## src/hw/framer_pkg.sv

```systemverilog
// Purpose: shared constants and carriers for the vicinity-tag request/response framer
// Assumes: flag bits numbered 1..8 sit at byte bits 0..7
// Notes:   error classes are a plain encoding, not a state machine
package framer_pkg;

  // host-side command codes and the tag inventory command code
  localparam logic [7:0] CMD_PROTOCOL   = 8'h02;
  localparam logic [7:0] CMD_EXCHANGE   = 8'h04;
  localparam logic [7:0] TAG_INVENTORY  = 8'h01;
  // result codes returned toward the host
  localparam logic [7:0] RESULT_OK      = 8'h80;
  localparam logic [7:0] RESULT_NO_TAG  = 8'h87;
  localparam logic [7:0] RESULT_NONE    = 8'h00;

  // request flag byte positions (numbered bit n at byte bit n-1)
  localparam int FLG_SUBCARRIER = 0;
  localparam int FLG_RATE       = 1;
  localparam int FLG_INVENTORY  = 2;
  localparam int FLG_EXTENDED   = 3;
  localparam int FLG_BIT5       = 4;
  localparam int FLG_BIT6       = 5;
  localparam int FLG_OPTION     = 6;
  localparam int FLG_RESERVED   = 7;
  // response flag byte positions
  localparam int RSP_ERROR      = 0;
  localparam int RSP_EXTENDED   = 3;
  localparam logic [7:0] RSP_RESERVED_MASK = 8'hF6;

  // identifier layout
  localparam logic [7:0] UID_PREFIX   = 8'hE0;
  localparam int         UID_BYTES    = 8;
  localparam logic [7:0] MASK_MAX_BITS = 8'h40;

  // frame check sequence, reflected form
  localparam logic [15:0] CRC_INIT = 16'hFFFF;
  localparam logic [15:0] CRC_POLY = 16'h8408;

  // tag error codes
  localparam logic [7:0] ERR_CMD_UNSUPPORTED  = 8'h01;
  localparam logic [7:0] ERR_CMD_UNRECOGNISED = 8'h02;
  localparam logic [7:0] ERR_OPTION           = 8'h03;
  localparam logic [7:0] ERR_UNKNOWN          = 8'h0F;
  localparam logic [7:0] ERR_BLOCK_FIRST      = 8'h10;
  localparam logic [7:0] ERR_BLOCK_LAST       = 8'h14;
  localparam logic [7:0] ERR_CUSTOM_FIRST     = 8'hA0;
  localparam logic [7:0] ERR_CUSTOM_LAST      = 8'hDF;

  // default frame wait, in clock cycles
  localparam int WAIT_CYCLES_DEFAULT = 65536;

  typedef enum logic [3:0] {
    EC_NONE          = 4'h0,
    EC_CMD_UNSUP     = 4'h1,
    EC_CMD_BAD       = 4'h2,
    EC_OPTION        = 4'h3,
    EC_UNKNOWN       = 4'h4,
    EC_BLOCK_MISSING = 4'h5,
    EC_BLOCK_LOCKED  = 4'h6,
    EC_BLOCK_FROZEN  = 4'h7,
    EC_BLOCK_PROG    = 4'h8,
    EC_BLOCK_LOCKFL  = 4'h9,
    EC_CUSTOM        = 4'hA,
    EC_OTHER         = 4'hB
  } error_class_e;

  typedef struct packed {
    logic two_subcarriers;
    logic high_rate;
    logic inventory;
    logic extended;
    logic select_only;
    logic addressed;
    logic afi_present;
    logic slot_count_select;
    logic option;
    logic reserved_set;
  } req_flags_s;

  typedef struct packed {
    logic [7:0]  prefix;
    logic [7:0]  maker;
    logic [47:0] serial;
  } uid_s;

  typedef struct packed {
    logic       last;
    logic [7:0] data;
  } tx_word_s;

endpackage

```

## src/hw/iso15693_request_response_framer.sv

```systemverilog
// Purpose: frames host tag requests toward the RF side and parses tag responses
// Assumes: host and RF byte streams are synchronous to clk
// Notes:   one request in flight; a new one waits until the answer or the timeout
`timescale 1ns/1ps
`default_nettype none

// request byte buffer between host parser and RF transmitter
module fifo_buffer #(
  parameter int WIDTH = 9,
  parameter int DEPTH = 32
) (
  input  wire logic             clk,
  input  wire logic             reset_n,
  input  wire logic             in_valid,
  output logic                  in_ready,
  input  wire logic [WIDTH-1:0] in_data,
  output logic                  out_valid,
  input  wire logic             out_ready,
  output logic      [WIDTH-1:0] out_data
);
  localparam int AW = $clog2(DEPTH);
  // pointer wrap relies on a power-of-two depth
  if (DEPTH < 2 || (1 << AW) != DEPTH) begin : g_bad_depth
    $error("fifo depth must be a power of two");
  end

  logic [WIDTH-1:0] mem [DEPTH];
  logic [AW-1:0]    wr_ptr;
  logic [AW-1:0]    rd_ptr;
  logic [AW:0]      count;
  wire              push = in_valid && in_ready;
  wire              pop  = out_valid && out_ready;

  assign in_ready  = count != (AW+1)'(DEPTH);
  assign out_valid = count != '0;
  assign out_data  = mem[rd_ptr];

  // storage has no reset; only pointers matter
  always_ff @(posedge clk) begin
    if (push) mem[wr_ptr] <= in_data;
  end

  always_ff @(posedge clk or negedge reset_n) begin
    if (!reset_n) begin
      wr_ptr <= '0;
      rd_ptr <= '0;
      count  <= '0;
    end else begin
      if (push) wr_ptr <= wr_ptr + 1'b1;
      if (pop)  rd_ptr <= rd_ptr + 1'b1;
      count <= count + (AW+1)'(push) - (AW+1)'(pop);
    end
  end
endmodule

module iso15693_request_response_framer
  import framer_pkg::*;
#(
  parameter int WAIT_CYCLES = WAIT_CYCLES_DEFAULT,
  parameter int FIFO_DEPTH  = 32
) (
  input  wire logic         clk,
  input  wire logic         reset_n,
  input  wire logic         crc_append,
  input  wire logic         host_valid,
  output logic              host_ready,
  input  wire logic [7:0]   host_data,
  output logic              host_refused,
  output logic              protocol_selected,
  output var  req_flags_s   req_flags,
  output logic [7:0]        req_command,
  output logic [7:0]        mask_length,
  output logic              req_format_error,
  output logic              rf_tx_sof,
  output logic              rf_tx_valid,
  input  wire logic         rf_tx_ready,
  output logic [7:0]        rf_tx_data,
  output logic              rf_tx_eof,
  input  wire logic         rf_rx_valid,
  input  wire logic [7:0]   rf_rx_data,
  input  wire logic         rf_rx_last,
  output logic              resp_done,
  output logic              resp_error,
  output logic              resp_extended,
  output logic              resp_reserved_set,
  output logic [7:0]        error_code,
  output error_class_e      error_class,
  output logic [7:0]        storage_format_byte,
  output var  uid_s         tag_uid,
  output logic              uid_prefix_ok,
  output logic [7:0]        result_code
);
  localparam int WW = $clog2(WAIT_CYCLES + 1);
  // a zero wait would time out before any answer could start
  if (WAIT_CYCLES < 1) begin : g_bad_wait
    $error("wait count must be positive");
  end

  typedef enum logic [2:0] {
    H_CMD  = 3'b001,
    H_LEN  = 3'b010,
    H_BODY = 3'b100
  } host_state_e;

  typedef enum logic [6:0] {
    T_IDLE = 7'b0000001,
    T_SOF  = 7'b0000010,
    T_DATA = 7'b0000100,
    T_CRCL = 7'b0001000,
    T_CRCH = 7'b0010000,
    T_EOF  = 7'b0100000,
    T_WAIT = 7'b1000000
  } tx_state_e;

  function automatic logic [15:0] crc_step(input logic [15:0] c, input logic [7:0] d);
    logic [15:0] r;
    r = c ^ {8'h00, d};
    for (int i = 0; i < 8; i++) begin
      r = r[0] ? ((r >> 1) ^ CRC_POLY) : (r >> 1);
    end
    return r;
  endfunction

  host_state_e hstate;
  tx_state_e   tstate;
  logic [7:0]  remaining;
  logic        in_exchange;
  logic [7:0]  body_idx;
  logic        fifo_in_ready;
  logic        fifo_out_valid;
  tx_word_s    fifo_out;
  logic [15:0] crc;
  logic [WW-1:0] wait_count;
  logic [3:0]  rx_idx;
  logic        rx_err_frame;
  logic        tx_load;

  // host byte decode
  wire host_take   = host_valid && host_ready;
  wire body_byte   = (hstate == H_BODY) && host_take;
  wire last_body   = remaining == 8'h01;
  wire push_fifo   = body_byte && in_exchange;
  wire mask_at_idx = body_idx == (req_flags.afi_present ? 8'h03 : 8'h02);
  assign host_ready = (hstate == H_BODY) ? (fifo_in_ready || !in_exchange) : 1'b1;

  always_ff @(posedge clk or negedge reset_n) begin
    if (!reset_n) begin
      hstate            <= H_CMD;
      remaining         <= 8'h00;
      in_exchange       <= 1'b0;
      body_idx          <= 8'h00;
      host_refused      <= 1'b0;
      protocol_selected <= 1'b0;
    end else begin
      host_refused <= 1'b0;
      unique case (hstate)
        H_CMD: if (host_take) begin
          in_exchange <= host_data == CMD_EXCHANGE && protocol_selected;
          host_refused <= host_data == CMD_EXCHANGE && !protocol_selected;
          if (host_data == CMD_PROTOCOL) protocol_selected <= 1'b1;
          hstate <= H_LEN;
        end
        H_LEN: if (host_take) begin
          remaining <= host_data;
          body_idx  <= 8'h00;
          hstate    <= (host_data == 8'h00) ? H_CMD : H_BODY;
        end
        H_BODY: if (host_take) begin
          remaining <= remaining - 8'h01;
          body_idx  <= body_idx + 8'h01;
          if (last_body) hstate <= H_CMD;
        end
      endcase
    end
  end

  // request field capture; flag bits from byte bits 0..7, bits 5 and 6 decoded by the inventory bit
  always_ff @(posedge clk or negedge reset_n) begin
    if (!reset_n) begin
      req_flags        <= '0;
      req_command      <= 8'h00;
      mask_length      <= 8'h00;
      req_format_error <= 1'b0;
    end else if (push_fifo) begin
      if (body_idx == 8'h00) begin
        req_flags.two_subcarriers   <= host_data[FLG_SUBCARRIER];
        req_flags.high_rate         <= host_data[FLG_RATE];
        req_flags.inventory         <= host_data[FLG_INVENTORY];
        req_flags.extended          <= host_data[FLG_EXTENDED];
        req_flags.select_only       <= !host_data[FLG_INVENTORY] && host_data[FLG_BIT5];
        req_flags.addressed         <= !host_data[FLG_INVENTORY] && host_data[FLG_BIT6];
        req_flags.afi_present       <= host_data[FLG_INVENTORY] && host_data[FLG_BIT5];
        req_flags.slot_count_select <= host_data[FLG_INVENTORY] && host_data[FLG_BIT6];
        req_flags.option            <= host_data[FLG_OPTION];
        req_flags.reserved_set      <= host_data[FLG_RESERVED];
        req_format_error            <= host_data[FLG_RESERVED];
        mask_length                 <= 8'h00;
      end else if (body_idx == 8'h01) begin
        req_command <= host_data;
      end else if (req_flags.inventory && req_command == TAG_INVENTORY && mask_at_idx) begin
        mask_length <= host_data;
        if (host_data > MASK_MAX_BITS) req_format_error <= 1'b1;
      end
    end
  end

  // delimiters are not host bytes; only request bytes are queued
  fifo_buffer #(.WIDTH($bits(tx_word_s)), .DEPTH(FIFO_DEPTH)) req_fifo (
    .clk       (clk),
    .reset_n   (reset_n),
    .in_valid  (push_fifo),
    .in_ready  (fifo_in_ready),
    .in_data   ({last_body, host_data}),
    .out_valid (fifo_out_valid),
    .out_ready (tx_load && tstate == T_DATA),
    .out_data  (fifo_out)
  );

  // transmit output register frees when empty or taken
  assign tx_load = !rf_tx_valid || rf_tx_ready;
  wire wait_done = wait_count == WW'(1);

  always_ff @(posedge clk or negedge reset_n) begin
    if (!reset_n) begin
      tstate      <= T_IDLE;
      rf_tx_valid <= 1'b0;
      rf_tx_data  <= 8'h00;
      rf_tx_sof   <= 1'b0;
      rf_tx_eof   <= 1'b0;
      crc         <= CRC_INIT;
      wait_count  <= '0;
    end else begin
      rf_tx_sof <= 1'b0;
      rf_tx_eof <= 1'b0;
      if (rf_tx_ready) rf_tx_valid <= 1'b0;
      unique case (tstate)
        T_IDLE: if (fifo_out_valid) tstate <= T_SOF;
        T_SOF: begin
          rf_tx_sof <= 1'b1;
          crc       <= CRC_INIT;
          tstate    <= T_DATA;
        end
        T_DATA: if (tx_load && fifo_out_valid) begin
          rf_tx_valid <= 1'b1;
          rf_tx_data  <= fifo_out.data;
          crc         <= crc_step(crc, fifo_out.data);
          if (fifo_out.last) tstate <= crc_append ? T_CRCL : T_EOF;
        end
        T_CRCL: if (tx_load) begin
          rf_tx_valid <= 1'b1;
          rf_tx_data  <= ~crc[7:0];
          tstate      <= T_CRCH;
        end
        T_CRCH: if (tx_load) begin
          rf_tx_valid <= 1'b1;
          rf_tx_data  <= ~crc[15:8];
          tstate      <= T_EOF;
        end
        T_EOF: if (tx_load) begin
          rf_tx_eof  <= 1'b1;
          wait_count <= WW'(WAIT_CYCLES);
          tstate     <= T_WAIT;
        end
        T_WAIT: begin
          wait_count <= wait_count - WW'(1);
          if (rf_rx_valid && rf_rx_last) tstate <= T_IDLE;
          else if (wait_done && rx_idx == 4'h0) tstate <= T_IDLE;
        end
      endcase
    end
  end

  // error code classes, general then memory block in ascending order
  wire in_block  = error_code >= ERR_BLOCK_FIRST && error_code <= ERR_BLOCK_LAST;
  wire in_custom = error_code >= ERR_CUSTOM_FIRST && error_code <= ERR_CUSTOM_LAST;
  wire [3:0] block_class = 4'(EC_BLOCK_MISSING) + 4'(error_code - ERR_BLOCK_FIRST);
  assign error_class = !resp_error                        ? EC_NONE :
                       error_code == ERR_CMD_UNSUPPORTED  ? EC_CMD_UNSUP :
                       error_code == ERR_CMD_UNRECOGNISED ? EC_CMD_BAD :
                       error_code == ERR_OPTION           ? EC_OPTION :
                       error_code == ERR_UNKNOWN          ? EC_UNKNOWN :
                       in_block                           ? error_class_e'(block_class) :
                       in_custom                          ? EC_CUSTOM : EC_OTHER;
  assign uid_prefix_ok = tag_uid.prefix == UID_PREFIX;

  // response parse; identifier arrives least significant byte first
  wire rx_take = rf_rx_valid && tstate == T_WAIT;
  always_ff @(posedge clk or negedge reset_n) begin
    if (!reset_n) begin
      rx_idx              <= 4'h0;
      rx_err_frame        <= 1'b0;
      resp_done           <= 1'b0;
      resp_error          <= 1'b0;
      resp_extended       <= 1'b0;
      resp_reserved_set   <= 1'b0;
      error_code          <= 8'h00;
      storage_format_byte <= 8'h00;
      tag_uid             <= '0;
      result_code         <= RESULT_NONE;
    end else begin
      resp_done <= 1'b0;
      if (tstate == T_WAIT && wait_done && rx_idx == 4'h0 && !rx_take) begin
        result_code <= RESULT_NO_TAG;
        resp_done   <= 1'b1;
      end
      if (rx_take) begin
        if (rx_idx != 4'hF) rx_idx <= rx_idx + 4'h1;
        if (rx_idx == 4'h0) begin
          resp_error        <= rf_rx_data[RSP_ERROR];
          rx_err_frame      <= rf_rx_data[RSP_ERROR];
          resp_extended     <= rf_rx_data[RSP_EXTENDED];
          resp_reserved_set <= |(rf_rx_data & RSP_RESERVED_MASK);
          error_code        <= 8'h00;
        end else if (rx_idx == 4'h1 && rx_err_frame) begin
          error_code <= rf_rx_data;
        end else if (rx_idx == 4'h1) begin
          storage_format_byte <= rf_rx_data;
        end else if (!rx_err_frame && rx_idx <= 4'(UID_BYTES + 1)) begin
          tag_uid <= {rf_rx_data, tag_uid[63:8]};
        end
        if (rf_rx_last) begin
          rx_idx      <= 4'h0;
          result_code <= RESULT_OK;
          resp_done   <= 1'b1;
        end
      end
    end
  end
endmodule

`default_nettype wire

```

## config.mk

```make
export PLATFORM = sky130hd
export DESIGN_NAME = iso15693_request_response_framer
export DESIGN_NICKNAME = d
export VERILOG_FILES = /design/src/hw/framer_pkg.sv /design/src/hw/iso15693_request_response_framer.sv
export SDC_FILE = /design/constraint.sdc
export NUM_CORES = 1
export LEC_CHECK = 0
export BUFFER_PORTS_ARGS = -buffer_cell sky130_fd_sc_hd__buf_2
export CAP_MARGIN = 20
export CORE_ASPECT_RATIO = 0.9
export CORE_MARGIN = 5
export CORE_UTILIZATION = 45
export CTS_BUF_LIST = sky130_fd_sc_hd__clkbuf_4
export CTS_CLUSTER_SIZE = 28
export DETAILED_ROUTE_END_ITERATION = 7
export PLACE_DENSITY_LB_ADDON = 0.12
export SLEW_MARGIN = 20
export SYNTH_ARGS = -nofsm -noshare
export SYNTH_HDL_FRONTEND = slang
export SYNTH_HIERARCHICAL = 1
export SYNTH_SLANG_ARGS = --single-unit
```

## constraint.sdc

```tcl
create_clock -name clk -period 10.45 [get_ports clk]
set_input_delay 0.5225 -clock clk [delete_from_list [all_inputs] [get_ports clk]]
set_output_delay 0.5225 -clock clk [all_outputs]
set_load 0.02 [all_outputs]
```

# After elaboration in Yosys (flattened, before gate mapping)
# Memories as Yosys holds them, arrays and structs flattened.
# Cells that the tools add are included.
# op_classes
n_addsub,10
magnitude_cmp,6
n_eq_ne,37
n_mux,75
bitwise,15
n_reduce_logical,64
# op_table
cell,n
2-to-1 mux 16 bit,9
2-to-1 mux 8 bit,15
2-to-1 mux 7 bit,8
one-hot mux 7 bit (7 select lines),1
one-hot mux 17 bit (2 select lines),1
"== test 8 x 1 -> 1 bit, second input constant",4
2-to-1 mux 4 bit,8
one-hot mux 16 bit (2 select lines),1
one-hot mux 8 bit (2 select lines),2
logical AND 1 bit,25
"== test 8 x 2 -> 1 bit, second input constant",3
inverter 2 -> 3 bit,8
one-hot mux 8 bit (3 select lines),1
2-to-1 mux 1 bit,20
"inequality test 2 bit, second input constant",10
"== test 17 x 1 -> 1 bit, second input constant",1
2-to-1 mux 17 bit,1
"subtractor 17 x 1 -> 17 bit, second input constant",1
zero test 8 bit,2
inverter 8 bit,2
AND reduction 4 bit,4
XOR 16 x 8 -> 16 bit,1
2-to-1 mux 3 bit,5
AND reduction 2 bit,7
48 further kinds,67
# word_totals
register_bits,212
ram_bits,288
input_bits,23
out_inout_bits,138
wordCells,248
n_memories,1
# mem_list
memory,words,word_bits,read_ports,rd_ports_with_merged_regs,write_ports,line,text
req_fifo.mem,32,9,1,0,1,iso15693_request_response_framer.sv:27,logic [WIDTH-1:0] mem [DEPTH];

# Longest topological paths before layout
# Gate-level depths: netlist (run 1).
# An unclocked memory read counts as a cell.
# depth
ltp_word,20
mapped_depth,16
mapped_depth_nobuf,15

# Hierarchy
# Netlist (run 1), hierarchy kept.
# by_module_without_submodules
module,n_inst,cells_per_inst,area_each_um2
fifo_buffer,1,604,12170.4
iso15693_request_response_framer,1,806,9173.8

# Worst setup path after synthesis (run 1)
# No wires, ideal clock.
# synth_timing
path_type,reg-to-reg
start,reg remaining[4]
end,reg hstate[0]
setup_time_ns,0.095
t_arrival_ns,3.484
slack_ns,6.871
path_stages_with_launch,5
cell_sequence,dfrtp_1 > or4_1 > nor4b_1 > a21oi_1 > o31ai_1
# synth_between
elab_chain_len,3
# synth_rtl
item,line,text
start: declaration,iso15693_request_response_framer.sv:126,logic [7:0] remaining;
start signal: assignment,iso15693_request_response_framer.sv:164,remaining <= host_data;
start signal: assignment,iso15693_request_response_framer.sv:169,remaining <= remaining - 8'h01;
== test 8 x 1 -> 1 bit,iso15693_request_response_framer.sv:141,wire last_body = remaining == 8'h01;
via last_body,iso15693_request_response_framer.sv:141,
inequality test 2 bit (no source line),-,
AND reduction 4 bit (no source line),-,
end signal: assignment,iso15693_request_response_framer.sv:166,hstate <= (host_data == 8'h00) ? H_CMD : H_BODY;
end: declaration,iso15693_request_response_framer.sv:124,host_state_e hstate;
# The timed path passes the listed nets, and every way through them passes these cells.
# A chain may end at the register's enable or synchronous reset.

==> run metrics, run 1 <==
warnings from Yosys=6; DIE AREA=51900 sq um; final number of hold-violating endpoints=0; Slew @ Worst Pin=1.13 ns; clock sink count=500; # fillers=4069; CP required=11.24 ns; GRT overflow=0; Pint=4.02 mW; gr usage total=19.2%; Seq/Total Area, Yosys=65.5%; Critical Path AT=5.15 ns; Max stage delay on crit path=0.96 ns; Avg WL per Cell=20.5 um; worst rel slew slack=24.1%; vias in the first global route=13600; RSZ-0062 raised after global routing=no; CTS resizes=0; largest cells by area after synthesis=edfxtp_1 41%, dfrtp_1 23%, mux4_2 5.3%; CP top delay family=buffers and inverters; switching part of the total=33.1%; Psw=1.99 mW; first-pass GRT wire length=77000 um; post-synth top area cell=edfxtp_1; post-synth top area share=40.5%; critical-path cell list=buf_4 > mux4_2 > a211oi_1 > a21oi_1 > nand3_1 > a21boi_0 > o221a_2 > a32o_1 > dlygate4sd3_1; setup TNS=0 ns; hold path start=host_data[0]; H-Tree Depth=4; # port buffers=160; RePlAce Congestion=0.796; Vias=13100; DRT iter0 DRCs=750; Cell Pwr Density=245 nW/um^2; crit path buf inv count=2; die width=240 um; Peak VDD IR=0.124 mV; TritonCTS buffer count=132; nets=1724; routed wire length=48900 um; Syn Nets=1462; slowest CP cell=dfrtp_4; die extent in y=217 um; flop-to-flop setup slack=6.09 ns; ys flop type=edfxtp_1; hold path endpoint=req_fifo/mem[28][0]$_DFFE_PP_; Tmin final=4.36 ns; CP Class=flip-flop to flip-flop; Post-Syn Instances=1410; share of cells above drive strength 1=32.7%; Ports=161; # hold bufs at CTS=16; RR Endpoint=tstate[3]$_DFFE_PN0P_; Initial Util=45.7%; initial antenna violation count=2; clock power share=29.6%; Tot Pwr=6.01 mW; Pre-antenna DRT Iters=4; clock skew after layout=0.0405 ns; Min-Delay Path Class=input port to flip-flop; Cell variety after synth=89; core box area=46700 sq um; FF+latch count, synth=500; largest net degree at the start of global routing=120; Period Utilization, post-route=41.7%; status=complete, no violations; row count=75; R2R cell count=9; number of flops mapped to enable cells by yosys=288; Worst Path Max Fanout=53; CTS tree=yes; Worst R2R Start=req_fifo/rd_ptr[0]$_DFFE_PN0P_; Syn Area/Cell=15.1 sq um; Clock transition at path regs=0.07 ns; post-CTS setup repair buffer count=0; vias per cell=5.47; most common cell after layout, fill and taps aside=edfxtp_1; Static Leak=9.99 nW; Synth async-reset ratio=42.4%; Worst-Skew Late Latency=0.91 ns; crit end category=flip-flop; Mapped Area=21300 sq um; Synth-to-Final Area Change=14.9%; hold path cells=1; sequential share of power=40.3%; Max Cap Viol=0; DRC=0; maximum clock path buffer count=3; most frequent cells in the layout=288 x edfxtp_1, 207 x clkbuf_4, 192 x dfrtp_1, 159 x buf_2, 79 x mux2_2; clk root buf=clkbuf_4; startpoint types=flip-flop; final setup vio count=0; Detailed Place HPWL=30100 um; ANT nets after route=0; Combinational Power Share=30.1%; fmax=230 MHz; max-slew violation count=0
cells in the mapped netlist (all sizes together), types with 10 or more instances:
cell	instances
nor4	10
nor3	19
mux4	54
o31ai	15
a22oi	12
o22a	18
nor2b	14
a21oi	37
mux2i	38
dfstp	18
xnor2	24
a211oi	18
ha	28
o21ai	49
clkbuf	30
o22ai	17
o221ai	10
inv	39
buf	31
nand2	74
nand2b	10
mux2	89
nand3	34
dfrtp	194
edfxtp	288
xor2	23
a22o	16
nor2	70
power by group through the flow:
stage	Sequential (mW)	Clock, mW	Combinational [mW]
after floorplan	2.39	0	1.45
after global placement	2.46	0	1.78
after detailed placement	2.46	0	1.81
after CTS	2.42	1.85	1.82
after global routing	2.45	1.96	1.98
final	2.42	1.78	1.81
layer usage:
metal,wire length [um],up-vias,part of all wire [%],GRT usage (%)
met5,0,-,0,0
li1,-,6011,-,-
met4,1010,0,2.1,7.40
met2,22300,332,46,28.5
met1,22900,6653,47,27.3
met3,2720,69,5.6,5.01
kinds of logic after synthesis:
| logic type | after synthesis | synth area share [%] |
|---|---|---|
| AOI/OAI and AO/OA | 238 | 7.88 |
| xor gates and xnor gates | 47 | 1.93 |
| adders and majority gates | 29 | 1.74 |
| buffers and inverters | 105 | 2.99 |
| DFF | 500 | 65.5 |
| muxes | 181 | 12.2 |
| and+or+nand+nor | 310 | 7.74 |
sequential cells by signal (all words and copies together) (netlist names), 10 cells and up:
register	count
crc	16
req_fifo/mem	288
wait_count	17
tag_uid	64
req_flags	10
stage by stage:
step | instance area [sq um] | util [%] | setup slack, ns | hold WS [ns] | instances
after floorplan | 21300 | - | 6.87 | 0.227 | 1410
after global placement | 22600 | 48.3 | 6.18 | 0.446 | 2137
after detailed placement | 22600 | 48.3 | 6.11 | 0.448 | 2137
after CTS | 24500 | 52.4 | 5.94 | 0.113 | 2386
after global routing | 24500 | 52.5 | 5.75 | 0.184 | 2388
final | 24500 | 52.5 | 6.09 | 0.231 | 2390
cell type report:
type,instances,area (sq um),share of cell area (%)
antenna,3,7.51,0.0306
sequential,500,14000,57.0
multi-input combinational,805,6760,27.5
timing repair buffer,193,1100,4.48
clock inverter,26,208,0.847
tap,616,771,3.14
clock buffer,207,1550,6.34
inverter,40,150,0.612
worst register-to-register path: stages, from the launching register on:
cell	delay, ns
dfrtp_4	0.96
buf_4	0.90
mux4_2	0.62
a211oi_1	0.39
a21oi_1	0.13
nand3_1	0.13
a21boi_0	0.13
o221a_2	0.18
a32o_1	0.26
dlygate4sd3_1	0.55
worst max path at each step:
stage / start / to / slack, ns / cells past startpoint
floorplan: remaining[4]$_DFFE_PN0P_ / hstate[0]$_DFFE_PN1P_ / 6.87 / 4
global placement: req_fifo/rd_ptr[0]$_DFFE_PN0P_ / crc[8]$_DFFE_PN1P_ / 6.18 / 8
detailed placement: req_fifo/rd_ptr[0]$_DFFE_PN0P_ / crc[8]$_DFFE_PN1P_ / 6.11 / 8
CTS: req_fifo/rd_ptr[0]$_DFFE_PN0P_ / tstate[3]$_DFFE_PN0P_ / 5.94 / 9
global route: req_fifo/rd_ptr[0]$_DFFE_PN0P_ / tstate[3]$_DFFE_PN0P_ / 5.75 / 9
finish: req_fifo/rd_ptr[0]$_DFFE_PN0P_ / tstate[3]$_DFFE_PN0P_ / 6.09 / 9
No activity file was read; power rests on OpenSTA's default activity.
==> run 2, diff against run 1 <==
Clock period 10.45 ns to 3.75 ns, I/O delays scaled along.
==> run metrics, run 2 (same netlist as run 1, synthesis figures left out) <==
Synth-to-Final Area Change=18.2%; Worst Path Max Fanout=46; Detailed Place HPWL=30700 um; status=complete, no violations; flop-to-flop setup slack=0.38 ns; vias per cell=5.45; CP Capture Point=tstate[3]$_DFFE_PN0P_; Initial Util=45.7%; most frequent cells in the layout=288 x edfxtp_1, 210 x clkbuf_4, 192 x dfrtp_1, 159 x buf_2, 79 x mux2_2; CTS resizes=0; DRT iter0 DRCs=757; post-route cell area=25200 sq um; max reg flops=288; Pre-antenna DRT Iters=5; Combinational Power Share=31.9%; die width=240 um; row count=75; H-Tree Depth=4; first-pass GRT wire length=78300 um; Min-Delay Path Class=input port to flip-flop; RSZ-0062 raised after global routing=no; maximum clock path buffer count=3; DIE AREA=51900 sq um; fmax=297 MHz; routed wire length=50000 um; share of cells above drive strength 1=34.0%; start point of the critical path=req_fifo/rd_ptr[1]$_DFFE_PN0P_; Slew @ Worst Pin=0.918 ns; Critical Path AT=4.18 ns; Cell Pwr Density=673 nW/um^2; worst rel slew slack=38.8%; vias in the first global route=13700; clock power share=28.9%; core box area=46700 sq um; CP Class=flip-flop to flip-flop; Clock transition at path regs=0.07 ns; Static Leak=10.4 nW; R2R cell count=10; max-slew violation count=0; DRC=0; nets=1806; Biggest register=req_fifo/mem; Vias=13500; clock skew after layout=0.0700 ns; Tmin final=3.37 ns; Hold WS=0.134 ns; Largest regs=req_fifo/mem: 288 flops, tag_uid: 64 flops, wait_count: 17 flops; startpoint types=flip-flop; crit end category=flip-flop; CTS tree=yes; clk root buf=clkbuf_4; sequential share of power=39.2%; die extent in y=217 um; ANT nets after route=0; initial antenna violation count=1; Avg WL per Cell=20.3 um; RR Endpoint=tstate[3]$_DFFE_PN0P_; Tot Pwr=17.0 mW; # port buffers=160; RePlAce Congestion=0.775; most common cell after layout, fill and taps aside=edfxtp_1; Psw=5.58 mW; final number of hold-violating endpoints=0; Worst-Skew Late Latency=0.94 ns; TritonCTS buffer count=135; Reg area=14000 sq um; switching part of the total=32.9%; GRT overflow=0; Worst R2R Start=req_fifo/rd_ptr[1]$_DFFE_PN0P_; Ports=161; clock sink count=500; Period Utilization, post-route=89.7%; Max Cap Viol=0; post-layout util=54.0%; # fillers=3919; final setup vio count=0; Multi-input gate area=6740 sq um; setup TNS=0 ns; Placed Instance Area=22900 sq um; Peak VDD IR=0.290 mV; largest net degree at the start of global routing=89; CP required=4.57 ns; Pint=11.4 mW; gr usage total=19.5%
==> run 2: cell count changes in the layout (fill, tap and decap cells not counted), moves of 2 or more <==
cell           previous run  this run
buf_4                    17        66
nor3_1                   17        19
nor3_2                    2         0
clkbuf_4                207       210
diode_2                   3         1
dlygate4sd3_1            16        40
nor2_2                    4         0
buf_12                    0         5
nor2_1                   66        70
==> run 2: final cells by class <==
type                            count  share of cell area [%]
Multi-Input combinational cell    805                    26.7
Antenna cell                        1                 0.00992
Clock buffer                      210                    6.25
Inverter                           40                   0.595
Sequential cell                   500                    55.4
Timing Repair Buffer              272                    7.27
Tap cell                          616                    3.06
Clock inverter                     23                   0.670
==> run 2: worst min path at each step <==
stage | cells after the start | slack [ns] | startpoint | to
2_1_floorplan | 0 | -0.11 | reset_n | body_idx[0]$_DFFE_PN0P_
3_3_place_gp | 1 | 0.29 | reset_n | req_fifo/rd_ptr[4]$_DFFE_PN0P_
3_5_place_dp | 1 | 0.28 | reset_n | req_fifo/rd_ptr[0]$_DFFE_PN0P_
4_1_cts | 3 | 0.004 | rf_rx_data[0] | storage_format_byte[0]$_DFFE_PN0P_
5_1_grt | 3 | 0.06 | rf_rx_data[0] | rx_err_frame$_DFFE_PN0P_
6_report | 3 | 0.13 | rf_rx_data[0] | storage_format_byte[0]$_DFFE_PN0P_
==> run 2: metrics by stage <==
step / cells / worst slack, ns
after global routing: 2467 / 0.166
final: 2467 / 0.385
after floorplan: 1410 / 0.171
after detailed placement: 2180 / 0.434
after global placement: 2180 / 0.457
after CTS: 2454 / 0.199
==> run 2: power by group through the flow <==
stage / Combinational [mW] / Sequential [mW] / Clock (mW)
4_1_cts: 5.27 / 6.70 / 5.10
3_5_place_dp: 5.21 / 6.81 / 0
3_3_place_gp: 5.15 / 6.80 / 0
2_1_floorplan: 4.05 / 6.67 / 0
5_1_grt: 5.92 / 6.71 / 5.44
6_report: 5.41 / 6.66 / 4.91
==> run 2: layer usage <==
layer	share of wire [%]	up-vias	track usage (%)
met2	45	394	28.4
met4	2.0	0	7.00
li1	-	6195	-
met3	6.3	75	5.80
met5	0	-	0
met1	47	6786	28.1
==> run 2: critical path, stage by stage, from the launching register on <==
cell	delay, ns
dfrtp_2	0.61
buf_12	0.33
mux4_2	0.35
a22o_1	0.26
a211oi_1	0.32
a21oi_1	0.15
nand3_1	0.14
a21boi_0	0.12
o221a_2	0.17
a32o_1	0.25
dlygate4sd3_1	0.55
==> run 2: timing repair <==
action                                  in CTS  in global routing
buffers inserted                             0                 12
endpoints found under the setup margin       0                  1
hold buffers                                41                  0
hold endpoints to repair                   577                  0
